[src/verilog/mcb_params.svh]
// Purpose: offsets, field positions, reset values and timing counts of the motion command block
// Assumes: 50 MHz hclk, AHB-Lite word registers
// Notes:   included by bare name; definitions only
`ifndef MCB_PARAMS_SVH
`define MCB_PARAMS_SVH

// ----------------------------------------------------------------------------
// register byte offsets
// ----------------------------------------------------------------------------
`define MCB_OFS_CMD_LO     8'h00
`define MCB_OFS_CMD_HI     8'h04
`define MCB_OFS_STAT_LO    8'h08
`define MCB_OFS_STAT_HI    8'h0c
`define MCB_OFS_IRQ_STAT   8'h10
`define MCB_OFS_IRQ_MASK   8'h14
`define MCB_OFS_STATE      8'h18
`define MCB_OFS_CAM_BASE   8'h40
`define MCB_OFS_PROG_BASE  8'h80

// ----------------------------------------------------------------------------
// command bit offsets (host output image, 64 bits)
// ----------------------------------------------------------------------------
`define MCB_CMD_CLR_ERR    0
`define MCB_CMD_LOGIC_EN   1
`define MCB_CMD_RUN_A      2
`define MCB_CMD_RUN_B      3
`define MCB_CMD_DRV_A      18
`define MCB_CMD_HOME_A     19
`define MCB_CMD_DRV_B      34
`define MCB_CMD_HOME_B     35

// ----------------------------------------------------------------------------
// status bit offsets (module input image, 64 bits)
// ----------------------------------------------------------------------------
`define MCB_STAT_ERR       0
`define MCB_STAT_PVALID_A  17
`define MCB_STAT_PVALID_B  33

// ----------------------------------------------------------------------------
// interrupt bits and reset values
// ----------------------------------------------------------------------------
`define MCB_IRQ_HOME_A     0
`define MCB_IRQ_HOME_B     1
`define MCB_IRQ_DONE_A     2
`define MCB_IRQ_DONE_B     3
`define MCB_IRQ_ERR        4
`define MCB_IRQ_REFUSED    5
`define MCB_IRQ_W          6
`define MCB_IRQ_MASK_RST   6'h00

// ----------------------------------------------------------------------------
// timing
// ----------------------------------------------------------------------------
`define MCB_CLK_MHZ        50
`define MCB_HOME_TIME_US   10
`define MCB_HOME_CYC       (`MCB_HOME_TIME_US * `MCB_CLK_MHZ)
`define MCB_DWELL_UNIT_US  1
`define MCB_DWELL_CYC      (`MCB_DWELL_UNIT_US * `MCB_CLK_MHZ)

`endif

[src/verilog/mcb_pkg.sv]
// Purpose: types of the motion command block
// Assumes: nothing beyond SystemVerilog packages
// Notes:   numbers live in mcb_params.svh
package mcb_pkg;

  // axis sequencer states, gray along idle-fetch-move-dwell-cam
  typedef enum logic [2:0] {
    MCB_IDLE  = 3'h0,
    MCB_FETCH = 3'h1,
    MCB_MOVE  = 3'h3,
    MCB_DWELL = 3'h2,
    MCB_CAM   = 3'h6,
    MCB_HOME  = 3'h4
  } mcb_axis_st_t;

  // program statement opcodes, bits 15:14 of a statement
  typedef enum logic [1:0] {
    MCB_OP_END   = 2'h0,
    MCB_OP_MOVE  = 2'h1,
    MCB_OP_DWELL = 2'h2,
    MCB_OP_CAM   = 2'h3
  } mcb_op_t;

endpackage : mcb_pkg

[src/verilog/mcb_top.sv]
// Purpose: AHB-Lite slave holding the host command image and the module status image for two axes
// Assumes: single word transfers, inputs synchronous to hclk
// Notes:   zero wait states; every output is a flip-flop
//
// Summary of operation
// - change on bit 18 enables drive A
// - change on bit 34 enables drive B
// - change on bit 0 clears pending error
// - change on bit 19 homes axis A
// - change on bit 35 homes axis B
// - axis A homed sets status bit 17
// - axis B homed sets status bit 33
// - bit 1 enables logic; run only without error
// - change on bit 2 runs program one, A
// - change on bit 3 runs program two, B
// - cam slave position from table by master
// - statements in order; dwell holds, then continues
//
// The AHB-Lite register port and the address map were chosen for this implementation.
`timescale 1ns/1ps
`include "mcb_params.svh"
module mcb_top import mcb_pkg::*; #(
  parameter int PW        = 16,
  parameter int AW        = 3,
  parameter int CAM_AW    = 3,
  parameter int CAM_SHIFT = 10,
  parameter int HOME_CYC  = `MCB_HOME_CYC
) (
  // clock and reset
  input  wire logic        hclk,
  input  wire logic        hresetn,
  // ahb-lite slave
  input  wire logic        hsel,
  input  wire logic [31:0] haddr,
  input  wire logic [1:0]  htrans,
  input  wire logic        hwrite,
  input  wire logic [2:0]  hsize,
  input  wire logic [31:0] hwdata,
  input  wire logic        hready,
  output logic      [31:0] hrdata,
  output logic             hreadyout,
  output logic             hresp,
  // fault report from the drive side
  input  wire logic        fault,
  // drive and status outputs
  output logic             drive_en_a,
  output logic             drive_en_b,
  output logic             pos_valid_a,
  output logic             pos_valid_b,
  output logic             err_pending,
  output logic             irq
);

  localparam int PD = 1 << AW;
  localparam int CD = 1 << CAM_AW;

  // --------------------------------------------------------------------------
  // register storage
  // --------------------------------------------------------------------------
  logic [63:0]          cmd_q;
  logic [63:0]          cmd_prev_q;
  logic [`MCB_IRQ_W-1:0] irq_stat_q;
  logic [`MCB_IRQ_W-1:0] irq_mask_q;
  logic [PW-1:0]        cam_q [CD];
  logic [15:0]          prog_q [2][PD];
  logic                 logic_en_q;

  // bus phase capture
  logic                 wr_pend_q;
  logic [7:0]           wr_addr_q;
  logic                 take;
  logic [7:0]           a8;

  // axis wiring
  logic [63:0]          chg;
  logic [1:0]           home_go;
  logic [1:0]           run_go;
  logic [1:0]           run_req;
  logic [1:0]           drv_en;
  logic [AW-1:0]        pc [2];
  logic [PW-1:0]        pos [2];
  logic [1:0]           pvalid, busy, dwell, home_done, prog_done;
  logic                 refused;

  // address phase taken when selected, ready and a real transfer
  assign take = hsel && hready && htrans[1];
  assign a8   = haddr[7:0];

  // word decode used by both read and write paths
  function automatic logic is_reg(input logic [7:0] a, input logic [7:0] ofs);
    is_reg = (a[7:2] == ofs[7:2]);
  endfunction : is_reg

  // --------------------------------------------------------------------------
  // bus data phase
  // --------------------------------------------------------------------------
  // always ready, always okay: no wait states in this block
  always_ff @(posedge hclk or negedge hresetn) begin
    if (!hresetn) begin
      hreadyout <= 1'b0;
      hresp     <= 1'b0;
    end else begin
      hreadyout <= 1'b1;
      hresp     <= 1'b0;
    end
  end

  // write address held into the data phase, hwdata taken at its end
  always_ff @(posedge hclk or negedge hresetn) begin
    if (!hresetn) begin
      wr_pend_q <= 1'b0;
      wr_addr_q <= 8'h00;
    end else if (hready) begin
      wr_pend_q <= take && hwrite;
      wr_addr_q <= a8;
    end
  end

  // command image; writes only change what the host means to change
  always_ff @(posedge hclk or negedge hresetn) begin
    if (!hresetn) begin
      cmd_q      <= 64'h0;
      cmd_prev_q <= 64'h0;
    end else begin
      cmd_prev_q <= cmd_q;
      if (wr_pend_q && is_reg(wr_addr_q, `MCB_OFS_CMD_LO)) begin
        cmd_q[31:0] <= hwdata;
      end
      if (wr_pend_q && is_reg(wr_addr_q, `MCB_OFS_CMD_HI)) begin
        cmd_q[63:32] <= hwdata;
      end
    end
  end

  // interrupt mask
  always_ff @(posedge hclk or negedge hresetn) begin
    if (!hresetn) begin
      irq_mask_q <= `MCB_IRQ_MASK_RST;
    end else if (wr_pend_q && is_reg(wr_addr_q, `MCB_OFS_IRQ_MASK)) begin
      irq_mask_q <= hwdata[`MCB_IRQ_W-1:0];
    end
  end

  // cam table and program storage, one word each
  genvar gi, gj;
  generate
    for (gi = 0; gi < CD; gi++) begin : g_cam
      always_ff @(posedge hclk or negedge hresetn) begin
        if (!hresetn) begin
          cam_q[gi] <= '0;
        end else if (wr_pend_q && wr_addr_q == 8'(`MCB_OFS_CAM_BASE + 4 * gi)) begin
          cam_q[gi] <= hwdata[PW-1:0];
        end
      end
    end
    for (gi = 0; gi < 2; gi++) begin : g_prog
      for (gj = 0; gj < PD; gj++) begin : g_word
        always_ff @(posedge hclk or negedge hresetn) begin
          if (!hresetn) begin
            prog_q[gi][gj] <= 16'h0000;
          end else if (wr_pend_q && wr_addr_q == 8'(`MCB_OFS_PROG_BASE + 4 * (gi * PD + gj))) begin
            prog_q[gi][gj] <= hwdata[15:0];
          end
        end
      end
    end
  endgenerate

  // --------------------------------------------------------------------------
  // command decode
  // --------------------------------------------------------------------------
  // a change of a toggle bit is one command, whichever way it flips
  assign chg        = cmd_q ^ cmd_prev_q;
  assign home_go[0] = chg[`MCB_CMD_HOME_A];
  assign home_go[1] = chg[`MCB_CMD_HOME_B];
  assign run_req[0] = chg[`MCB_CMD_RUN_A];
  assign run_req[1] = chg[`MCB_CMD_RUN_B];

  // programs need local logic on and no error pending
  assign run_go     = run_req & {2{logic_en_q && !err_pending}} & drv_en;
  assign refused    = |(run_req & ~run_go);
  assign drv_en     = {drive_en_b, drive_en_a};

  // local logic enable follows its level bit
  always_ff @(posedge hclk or negedge hresetn) begin
    if (!hresetn) begin
      logic_en_q <= 1'b0;
    end else begin
      logic_en_q <= cmd_q[`MCB_CMD_LOGIC_EN];
    end
  end

  // drive enables; a fault drops both drives
  always_ff @(posedge hclk or negedge hresetn) begin
    if (!hresetn) begin
      drive_en_a <= 1'b0;
      drive_en_b <= 1'b0;
    end else if (fault) begin
      drive_en_a <= 1'b0;
      drive_en_b <= 1'b0;
    end else begin
      if (chg[`MCB_CMD_DRV_A]) begin
        drive_en_a <= 1'b1;
      end
      if (chg[`MCB_CMD_DRV_B]) begin
        drive_en_b <= 1'b1;
      end
    end
  end

  // error pending; a new fault wins over a clear in the same cycle
  always_ff @(posedge hclk or negedge hresetn) begin
    if (!hresetn) begin
      err_pending <= 1'b0;
    end else if (fault) begin
      err_pending <= 1'b1;
    end else if (chg[`MCB_CMD_CLR_ERR] && err_pending) begin
      err_pending <= 1'b0;
    end
  end

  // --------------------------------------------------------------------------
  // axes: A is master of B's cam and B of A's
  // --------------------------------------------------------------------------
  generate
    for (gi = 0; gi < 2; gi++) begin : g_axis
      mcb_axis #(
        .PW        (PW),
        .AW        (AW),
        .HOME_CYC  (HOME_CYC),
        .DWELL_CYC (`MCB_DWELL_CYC)
      ) u_axis (
        .hclk       (hclk),
        .hresetn    (hresetn),
        .drive_en   (drv_en[gi]),
        .home_go    (home_go[gi]),
        .run_go     (run_go[gi]),
        .abort      (err_pending),
        .stmt       (prog_q[gi][pc[gi]]),
        .cam_val    (cam_q[pos[1-gi][CAM_SHIFT +: CAM_AW]]),
        .master_pos (pos[1-gi]),
        .pc         (pc[gi]),
        .pos        (pos[gi]),
        .pos_valid  (pvalid[gi]),
        .busy       (busy[gi]),
        .dwelling   (dwell[gi]),
        .home_done  (home_done[gi]),
        .prog_done  (prog_done[gi])
      );
    end
  endgenerate

  // registered copies of position valid for the pins
  always_ff @(posedge hclk or negedge hresetn) begin
    if (!hresetn) begin
      pos_valid_a <= 1'b0;
      pos_valid_b <= 1'b0;
    end else begin
      pos_valid_a <= pvalid[0];
      pos_valid_b <= pvalid[1];
    end
  end

  // --------------------------------------------------------------------------
  // interrupts
  // --------------------------------------------------------------------------
  logic [`MCB_IRQ_W-1:0] ev;
  logic                  rd_irq;

  assign ev     = {refused, fault && !err_pending, prog_done[1], prog_done[0], home_done[1], home_done[0]};
  assign rd_irq = take && !hwrite && is_reg(a8, `MCB_OFS_IRQ_STAT);

  // sticky status, read clears, a new event in the same cycle survives
  always_ff @(posedge hclk or negedge hresetn) begin
    if (!hresetn) begin
      irq_stat_q <= '0;
    end else begin
      irq_stat_q <= (rd_irq ? '0 : irq_stat_q) | ev;
    end
  end

  // level interrupt while any unmasked bit stands
  always_ff @(posedge hclk or negedge hresetn) begin
    if (!hresetn) begin
      irq <= 1'b0;
    end else begin
      irq <= |(((rd_irq ? '0 : irq_stat_q) | ev) & irq_mask_q);
    end
  end

  // --------------------------------------------------------------------------
  // read path
  // --------------------------------------------------------------------------
  logic [63:0] stat;
  logic [31:0] rd_d;

  // status image: error bit plus the two position valid bits
  always_comb begin
    stat                     = 64'h0;
    stat[`MCB_STAT_ERR]      = err_pending;
    stat[`MCB_STAT_PVALID_A] = pvalid[0];
    stat[`MCB_STAT_PVALID_B] = pvalid[1];
  end

  // read mux, unmapped words read zero
  always_comb begin
    rd_d = 32'h0;
    if (is_reg(a8, `MCB_OFS_CMD_LO)) begin
      rd_d = cmd_q[31:0];
    end else if (is_reg(a8, `MCB_OFS_CMD_HI)) begin
      rd_d = cmd_q[63:32];
    end else if (is_reg(a8, `MCB_OFS_STAT_LO)) begin
      rd_d = stat[31:0];
    end else if (is_reg(a8, `MCB_OFS_STAT_HI)) begin
      rd_d = stat[63:32];
    end else if (is_reg(a8, `MCB_OFS_IRQ_STAT)) begin
      rd_d = 32'(irq_stat_q);
    end else if (is_reg(a8, `MCB_OFS_IRQ_MASK)) begin
      rd_d = 32'(irq_mask_q);
    end else if (is_reg(a8, `MCB_OFS_STATE)) begin
      // flags in the low byte, then pc a and pc b
      rd_d = {8'h00, 8'(pc[1]), 8'(pc[0]),
              dwell, busy, drv_en,
              logic_en_q, err_pending};
    end else if (a8[7:6] == 2'b01 && a8[5:2] < 4'(CD)) begin
      rd_d = 32'(cam_q[a8[2 +: CAM_AW]]);
    end else if (a8[7] && a8[6:2] < 5'(2 * PD)) begin
      rd_d = 32'(prog_q[a8[2 + AW]][a8[2 +: AW]]);
    end
  end

  // read data registered at the address phase edge, stands through the data phase
  always_ff @(posedge hclk or negedge hresetn) begin
    if (!hresetn) begin
      hrdata <= 32'h0;
    end else if (take && !hwrite) begin
      hrdata <= rd_d;
    end
  end

  // position words are not in the state register, which shows pc and the flags only; pos is for the cam path
endmodule : mcb_top

[src/verilog/mcb_axis.sv]
// Purpose: one axis: find-home cycle, statement sequencer with move, dwell and cam follow
// Assumes: go pulses one cycle wide, statement valid for the current pc
// Notes:   position is unsigned; move steps one count per clock
`timescale 1ns/1ps
`include "mcb_params.svh"
module mcb_axis import mcb_pkg::*; #(
  parameter int PW       = 16,
  parameter int AW       = 3,
  parameter int HOME_CYC = `MCB_HOME_CYC,
  parameter int DWELL_CYC = `MCB_DWELL_CYC
) (
  // clock and reset
  input  wire logic          hclk,
  input  wire logic          hresetn,
  // commands
  input  wire logic          drive_en,
  input  wire logic          home_go,
  input  wire logic          run_go,
  input  wire logic          abort,
  // program and cam
  input  wire logic [15:0]   stmt,
  input  wire logic [PW-1:0] cam_val,
  input  wire logic [PW-1:0] master_pos,
  // state
  output logic      [AW-1:0] pc,
  output logic      [PW-1:0] pos,
  output logic               pos_valid,
  output logic               busy,
  output logic               dwelling,
  output logic               home_done,
  output logic               prog_done
);

  mcb_axis_st_t   st_q;
  logic [23:0]    cnt_q;
  logic [PW-1:0]  tgt_q;
  logic           adv;
  logic [PW-1:0]  imm;
  mcb_op_t        op;

  // statement decode and finish of the current statement
  assign op  = mcb_op_t'(stmt[15:14]);
  assign imm = PW'(stmt[13:0]);
  assign adv = (st_q == MCB_MOVE && pos == tgt_q) || (st_q == MCB_DWELL && cnt_q == 24'h0) ||
               (st_q == MCB_CAM && master_pos >= tgt_q);

  // sequencer; an abort drops back to idle but keeps the position
  always_ff @(posedge hclk or negedge hresetn) begin
    if (!hresetn) begin
      st_q      <= MCB_IDLE;
      cnt_q     <= 24'h0;
      tgt_q     <= '0;
      pc        <= '0;
      home_done <= 1'b0;
      prog_done <= 1'b0;
    end else begin
      home_done <= 1'b0;
      prog_done <= 1'b0;
      if (abort) begin
        st_q <= MCB_IDLE;
      end else begin
        case (st_q)
          MCB_IDLE: begin
            if (home_go && drive_en) begin
              st_q  <= MCB_HOME;
              cnt_q <= 24'(HOME_CYC - 1);
            end else if (run_go && drive_en) begin
              st_q <= MCB_FETCH;
              pc   <= '0;
            end
          end
          MCB_HOME: begin
            if (cnt_q == 24'h0) begin
              st_q      <= MCB_IDLE;
              home_done <= 1'b1;
            end else begin
              cnt_q <= cnt_q - 24'h1;
            end
          end
          MCB_FETCH: begin
            tgt_q <= imm;
            case (op)
              MCB_OP_END: begin
                st_q      <= MCB_IDLE;
                prog_done <= 1'b1;
              end
              MCB_OP_MOVE:  st_q <= MCB_MOVE;
              MCB_OP_DWELL: begin
                st_q  <= MCB_DWELL;
                cnt_q <= 24'(stmt[13:0] * DWELL_CYC);  // one extra cycle per dwell, on purpose
              end
              MCB_OP_CAM:   st_q <= MCB_CAM;
              default:      st_q <= MCB_IDLE;
            endcase
          end
          MCB_MOVE, MCB_DWELL, MCB_CAM: begin
            if (st_q == MCB_DWELL && cnt_q != 24'h0) begin
              cnt_q <= cnt_q - 24'h1;
            end
            if (adv) begin
              // running off the end of the program ends it
              if (pc == {AW{1'b1}}) begin
                st_q      <= MCB_IDLE;
                prog_done <= 1'b1;
              end else begin
                pc   <= pc + AW'(1);
                st_q <= MCB_FETCH;
              end
            end
          end
          default: st_q <= MCB_IDLE;
        endcase
      end
    end
  end

  // commanded position
  always_ff @(posedge hclk or negedge hresetn) begin
    if (!hresetn) begin
      pos <= '0;
    end else if (st_q == MCB_HOME && cnt_q == 24'h0 && !abort) begin
      pos <= '0;
    end else if (st_q == MCB_MOVE && pos != tgt_q) begin
      pos <= (pos < tgt_q) ? pos + PW'(1) : pos - PW'(1);
    end else if (st_q == MCB_CAM) begin
      pos <= cam_val;
    end
  end

  // position valid: cleared when homing starts, set when it ends
  always_ff @(posedge hclk or negedge hresetn) begin
    if (!hresetn) begin
      pos_valid <= 1'b0;
    end else if (st_q == MCB_IDLE && home_go && drive_en && !abort) begin
      pos_valid <= 1'b0;
    end else if (st_q == MCB_HOME && cnt_q == 24'h0 && !abort) begin
      pos_valid <= 1'b1;
    end
  end

  // flags for the state word
  always_ff @(posedge hclk or negedge hresetn) begin
    if (!hresetn) begin
      busy     <= 1'b0;
      dwelling <= 1'b0;
    end else begin
      busy     <= (st_q != MCB_IDLE);
      dwelling <= (st_q == MCB_DWELL);
    end
  end

endmodule : mcb_axis

[config.mk]
export PLATFORM = sky130hd
export DESIGN_NAME = mcb_top
export DESIGN_NICKNAME = d
export VERILOG_FILES = /design/src/verilog/mcb_pkg.sv /design/src/verilog/mcb_top.sv /design/src/verilog/mcb_axis.sv
export VERILOG_INCLUDE_DIRS = /design/src /design/src/verilog
export SDC_FILE = /design/constraint.sdc
export NUM_CORES = 2
export LEC_CHECK = 0
export BUFFER_PORTS_ARGS = -buffer_cell sky130_fd_sc_hd__buf_2
export CAP_MARGIN = 20
export CORE_MARGIN = 5
export CORE_UTILIZATION = 40
export CTS_CLUSTER_DIAMETER = 150
export CTS_CLUSTER_SIZE = 12
export DETAILED_ROUTE_END_ITERATION = 6
export PLACE_DENSITY_LB_ADDON = 0.25
export SYNTH_ARGS = -nofsm -noshare
export SYNTH_HDL_FRONTEND = slang
export SYNTH_HIERARCHICAL = 1
export SYNTH_SLANG_ARGS = --single-unit
[constraint.sdc]
create_clock -name hclk -period 4.3 [get_ports hclk]
set_input_delay 1.29 -clock hclk [delete_from_list [all_inputs] [get_ports hclk]]
set_output_delay 1.29 -clock hclk [all_outputs]
set_load 0.03 [all_outputs]
# After elaboration in Yosys (flattened, before gate mapping)
# Index checks and enable logic that the tools add are counted.
[totals]
ff_bits = 675
out_inout_bits = 40
input_bits = 75
[op_classes]
n_lt_le_gt_ge = 12
addsub = 8
reduce_logical = 102
n_mux = 101
n_eq_ne = 77
multipliers = 2
n_bitwise = 14
[op_table]
columns = ["cell", "count"]
rows = [
  ["$mux 128", 3],
  ["$mux 16", 22],
  ["$bmux 16 s3", 6],
  ["$mux 24", 8],
  ["$pmux 24 s4", 2],
  ["$eq 8x8->1 const B", 16],
  ["$mux 19", 5],
  ["$eq 8x7->1 const B", 8],
  ["$mux 32", 2],
  ["$logic_and 1x1->1", 61],
  ["$mux 3", 18],
  ["$logic_not 24->1", 2],
  ["$pmux 3 s4", 4],
  ["$reduce_bool 24->1", 2],
  ["$sub 24x1->24 const B", 2],
  ["$mul 14x5->19 const B", 2],
  ["$xor 36x36->36", 1],
  ["$add 16x1->16 const B", 2],
  ["$eq 16x14->1", 2],
  ["$ge 16x14->1", 2],
  ["$lt 16x14->1", 2],
  ["$ne 16x14->1", 2],
  ["$sub 16x1->16 const B", 2],
  ["$mux 1", 26],
  ["41 further kinds", 114],
]

# Longest topological paths before layout
[depth]
ltp_word = 16
mapped_depth = 17
mapped_depth_nobuf = 16

# Modules after synthesis
# Netlist, hierarchy kept.
[modules_own_cells]
columns = ["module", "n_inst", "cells_each", "area_per_inst_um2", "seq_area_each_um2"]
rows = [
  ["mcb_top", 1, 1882, 27268.7, 12912.4],
  ["mcb_axis (g_axis[1].u_axis)", 1, 700, 6028.3, 1626.6],
  ["mcb_axis (g_axis[0].u_axis)", 1, 682, 5933.2, 1626.6],
]

# Least setup slack after synthesis
# Ideal clock, no wire load.
[synth_path]
kind = "reg2reg"
start = "reg g_axis[0].u_axis.pc[0]"
end = "reg g_axis[0].u_axis.cnt_q[14]"
required_time_ns = 4.174
slack_ns = -0.393
stages_incl_launch_ff = 17
arrival_time_ns = 4.566
path_buffers = 2
cell_sequence = "dfrtp_1 -> clkbuf_1 -> buf_2 -> mux4_2 -> mux2_2 -> ha_1 -> ha_1 -> inv_1 -> fa_1 -> inv_1 -> ha_1 -> or3_1 -> o31ai_1 -> nor2_1 -> o21ai_0 -> a2111oi_0 -> a311o_1"
[synth_via]
elab_chain_cells = 7
[synth_lines]
columns = ["element", "line_no", "text"]
rows = [
  ["start: declaration", "mcb_axis.sv:25", "output logic [AW-1:0] pc,"],
  ["start signal: assignment", "mcb_axis.sv:106", "pc <= pc + AW'(1);"],
  ["$not 3->4 (not written as such) *", "mcb_top.sv:239", ".stmt (prog_q[gi][pc[gi]]),"],
  ["$bmux 16 s3 *", "mcb_top.sv:239", ""],
  ["$mux 16 (not written as such) * (2 in a row)", "mcb_top.sv:239", ""],
  ["$mul 14x5->19 / $eq 2x2->1 (equally long branches)", "mcb_axis.sv:90, mcb_axis.sv:82", ""],
  ["$mux 24 / $ne 2x1->1 (equally long branches)", "--", ""],
  ["$pmux 24 s4 / $reduce_and 6->1 (equally long branches)", "--", ""],
  ["end signal: assignment", "mcb_axis.sv:66", "cnt_q <= 24'(HOME_CYC - 1);"],
  ["end signal: assignment", "mcb_axis.sv:90", "cnt_q <= 24'(stmt[13:0] * DWELL_CYC);"],
  ["end signal: assignment", "mcb_axis.sv:98", "cnt_q <= cnt_q - 24'h1;"],
  ["end: declaration", "mcb_axis.sv:35", "logic [23:0] cnt_q;"],
]
# Mark *: on every way between the ends. The rest lies on a longest branch, timed or not. The select of a mux whose other input is x is not followed.
# A chain may end at the register's enable or synchronous reset.

# Worst setup path after layout
[layout_path]
start = "reg g_axis[1].u_axis.pc[0]"
end = "reg g_axis[1].u_axis.cnt_q[19]"
[layout_via]
elab_chain_cells = 7
[layout_lines]
columns = ["element", "line_no"]
rows = [
  ["start: declaration", "mcb_axis.sv:25"],
  ["start signal: assignment", "mcb_axis.sv:106"],
  ["$not 3->4 (not written as such) *", "mcb_top.sv:239"],
  ["$bmux 16 s3 *", "mcb_top.sv:239"],
  ["$mux 16 (not written as such) * (2 in a row)", "mcb_top.sv:239"],
  ["$mul 14x5->19 / $eq 2x2->1 (equally long branches)", "mcb_axis.sv:90, mcb_axis.sv:82"],
  ["$mux 24 / $ne 2x1->1 (equally long branches)", "--"],
  ["$pmux 24 s4 / $reduce_and 6->1 (equally long branches)", "--"],
  ["end signal: assignment", "mcb_axis.sv:66"],
  ["end signal: assignment", "mcb_axis.sv:90"],
  ["end signal: assignment", "mcb_axis.sv:98"],
  ["end: declaration", "mcb_axis.sv:35"],
]
# Marks and branches as above.

==> results.cfg <==
[status]
status = finished, violations left
violations = setup timing

[yosys]
async_flop_share = 1.000
yosysTopAreaCell = dfrtp_1
synthDistinctLibCells = 99
synth_edf_count = 0
synth_top_family_by_area = multiplexers
postSynthAreaPerCell_um2 = 12.02
synth-seq-cells = 646
synth_nets = 3544
syn_area_um2 = 39230
yosys-top-cells-area = dfrtp_1 41%, mux2_2 15%, mux4_2 12%, ha_1 5.9%, o21ai_0 2.2%
synthAdderAreaFrac = 0.06921
synthMuxAreaShare = 0.2880
synthXorXnorAreaFrac = 0.01072
yosysSeqAreaShare = 0.4121
synth-compound-area-share = 0.1009
yosys_warnings = 6
syn-instance-count = 3264
synth-main-ff-cell = dfrtp_1
synthSimpleGateAreaFrac = 0.08098
yosys.area.top_type_share = 0.4121

[route]
wl_per_cell_um = 25.53
vias = 28550
vias_per_cell = 6.011
ant_nets = 0
wl_um = 121300
drcViolationCount = 0
firstDrtPassIters = 6
drt_iter0_drc = 2521

[floorplan]
die_w_um = 323.2
rows = 114
die_area_um2 = 104400
core-area_um2 = 96990
initial_core_util = 0.4045
die_h_um = 323.2
io_pins = 115

[cells_and_area]
area_delta_synth_final_pct = 15.10
layout-drive-gt1-share = 0.3767
postLayoutCellArea_um2 = 45150
layout.nets = 3743

[power]
ir_drop_v = 0.0005281
power_density_nw_per_um2 = 563.2
power_uw = 25430
power.leakage_uw = 0.01920

[sta]
period_minus_slack_ns = 4.314
fmax_mhz = 231.8
hold_viol_final = 0
slew_violations = 0
finalCritPeriodShare = 1.003
finClkSkew_ns = 0.03042
finalSetupViolCount = 1
fin_ws_ns = -0.01409
rsz0062_at_grt = yes
hold_ws_ns = 0.4078
slew_headroom = 0.1896
tightest_slew_ns = 1.213

[setup_path]
end_kind = flip-flop
start_kind = flip-flop
reg2regPathDepth = 16
cp_max_fo = 5
critical_path_class = flip-flop to flip-flop
r2r-end = g_axis[1].u_axis/cnt_q[19]
worstPathRequired_ns = 4.87
reg2reg_setup_slack_ns = -0.01
crit_arrival_ns = 4.88
reg2reg_from = g_axis[1].u_axis/pc[0]

[worst_hold_path]
worstHoldStart = cmd_q[1]
holdPathStages = 0
min_path_type = flip-flop to flip-flop
hold_end = cmd_prev_q[1]

[global_route]
grt_pass1_vias = 28770
gr-usage-all-layers = 0.2304
grt_overflow = 0
grt_max_degree = 86
antenna_found_initial = 4
grt_pass1_wl_um = 184400

[place]
place_ws_ns = -0.1885
dpl_cell_area_um2 = 42430
port_buffers = 85
gp_congestion = 0.8887
dp_hpwl_um = 83980

[clock_network]
cts_tree = built
clk_latency_ns = 0.67
cts_buffers = 59
cts_root_buf = clkbuf_16
cts.sinks = 646
clk_pin_slew_ns = 0.07
cts_buffer_depth = 3
cts-htree-levels = 2
ctsHoldBuffers = 0

[job]
max-cap-violations = 0
[cell usage after synthesis, types with 34 or more instances]
| master | n |
|---|---|
| clkbuf_1 | 108 |
| nor3_1 | 48 |
| buf_2 | 68 |
| ha_1 | 185 |
| o21ai_0 | 169 |
| mux2_2 | 531 |
| nand2_1 | 179 |
| a221oi_1 | 34 |
| dfrtp_1 | 646 |
| nor2_1 | 175 |
| mux2i_1 | 35 |
| a21oi_1 | 130 |
| mux4_2 | 216 |
| inv_1 | 123 |
[per-stage QoR]
step	util	std cells	TNS, ns
6_report	0.4655	4750	-0.01409
2_1_floorplan	-	3264	0
4_1_cts	0.4602	4741	0
3_5_place_dp	0.4375	4653	-0.7254
5_1_grt	0.4654	4746	-0.4457
3_3_place_gp	0.4369	4651	-0.7701
[worst max path at each step]
| stage | startpoint | end | slack [ns] | cells past startpoint |
|---|---|---|---|---|
| after CTS | g_axis[0].u_axis/pc[0] | g_axis[0].u_axis/cnt_q[19] | 0.0004 | 17 |
| after floorplan | g_axis[1].u_axis/pc[0] | g_axis[1].u_axis/cnt_q[17] | 0.005 | 16 |
| after global placement | g_axis[1].u_axis/pc[0] | g_axis[1].u_axis/cnt_q[17] | -0.18 | 15 |
| after global routing | g_axis[1].u_axis/pc[0] | g_axis[1].u_axis/cnt_q[19] | -0.13 | 16 |
| after detailed placement | g_axis[1].u_axis/pc[0] | g_axis[1].u_axis/cnt_q[17] | -0.19 | 15 |
| final | g_axis[1].u_axis/pc[0] | g_axis[1].u_axis/cnt_q[19] | -0.01 | 16 |
[timing repair]
item,CTS,global route
resized for setup,70,95
gates cloned,3,0
buffers inserted,17,9
endpoints found under the setup margin,12,26
pin swaps,34,54
[flip-flops by register name (all words and copies together), names as in the netlist, 2 cells and up]
register                 cells
hrdata                      32
prog_q                     256
g_axis.u_axis/pos_valid      2
g_axis.u_axis/prog_done      2
g_axis.u_axis/dwelling       2
cam_q                      128
cmd_prev_q                   8
g_axis.u_axis/busy           2
g_axis.u_axis/home_done      2
wr_addr_q                    8
irq_mask_q                   6
g_axis.u_axis/pc             6
g_axis.u_axis/pos           32
cmd_q                       64
irq_stat_q                   6
g_axis.u_axis/tgt_q         28
g_axis.u_axis/st_q           6
g_axis.u_axis/cnt_q         48
[routing by layer]
| layer | GRT usage | part of all wire | vias to the layer above | routed length (µm) |
|---|---|---|---|---|
| met3 | 0.03335 | 0.058 | 188 | 7060 |
| met5 | 0 | 0 | - | 0 |
| met2 | 0.3712 | 0.47 | 878 | 56900 |
| li1 | - | - | 12660 | - |
| met4 | 0.08115 | 0.041 | 0 | 4997 |
| met1 | 0.3212 | 0.43 | 14830 | 52300 |
[critical path, stage by stage (launching register included)]
cell and delay (ns):
dfrtp_2 0.52, buf_12 0.18, mux4_2 0.50, mux2_4 0.37, ha_4 0.28, ha_4 0.26
inv_1 0.05, fa_1 0.49, inv_2 0.05, ha_4 0.26, o21a_1 0.16, o31ai_2 0.08
a211o_1 0.33, a21boi_2 0.19, nand3_1 0.09, a211o_1 0.31, o211ai_1 0.08
[area by class of cell]
cell class                 instances  area, µm²
sequential                       646      16170
fill                            8829      51840
clock inverter                     3      76.32
tap                             1276       1597
inverter                         125      469.2
clock buffer                      65       1499
antenna                            4      10.01
timing repair buffer             354       2843
multi-input combinational       2277      22490
[cells by family after synthesis]
| logic type | after synthesis |
|---|---|
| other cells | 2 |
| xor+xnor | 48 |
| compound gates | 606 |
| flops | 646 |
| mux | 787 |
| fa+ha+maj | 205 |
| simple gates | 629 |
| buf+inv | 341 |
[placed cells by master (no fill, tap or decap), drive strengths merged, types with 35 or more instances in the layout]
cell	count
a21oi	132
buf	354
clkbuf	65
dfrtp	646
ha	185
inv	124
mux2	533
mux2i	35
mux4	219
nand2	182
nor2	176
nor3	53
o21ai	183
[power by group]
group / switching, µW / total, µW / internal, µW
sequential: 641 / 7450 / 6800
combinational: 6860 / 13200 / 6310
clock: 2380 / 4820 / 2440
(Power assumes the default switching activity.)
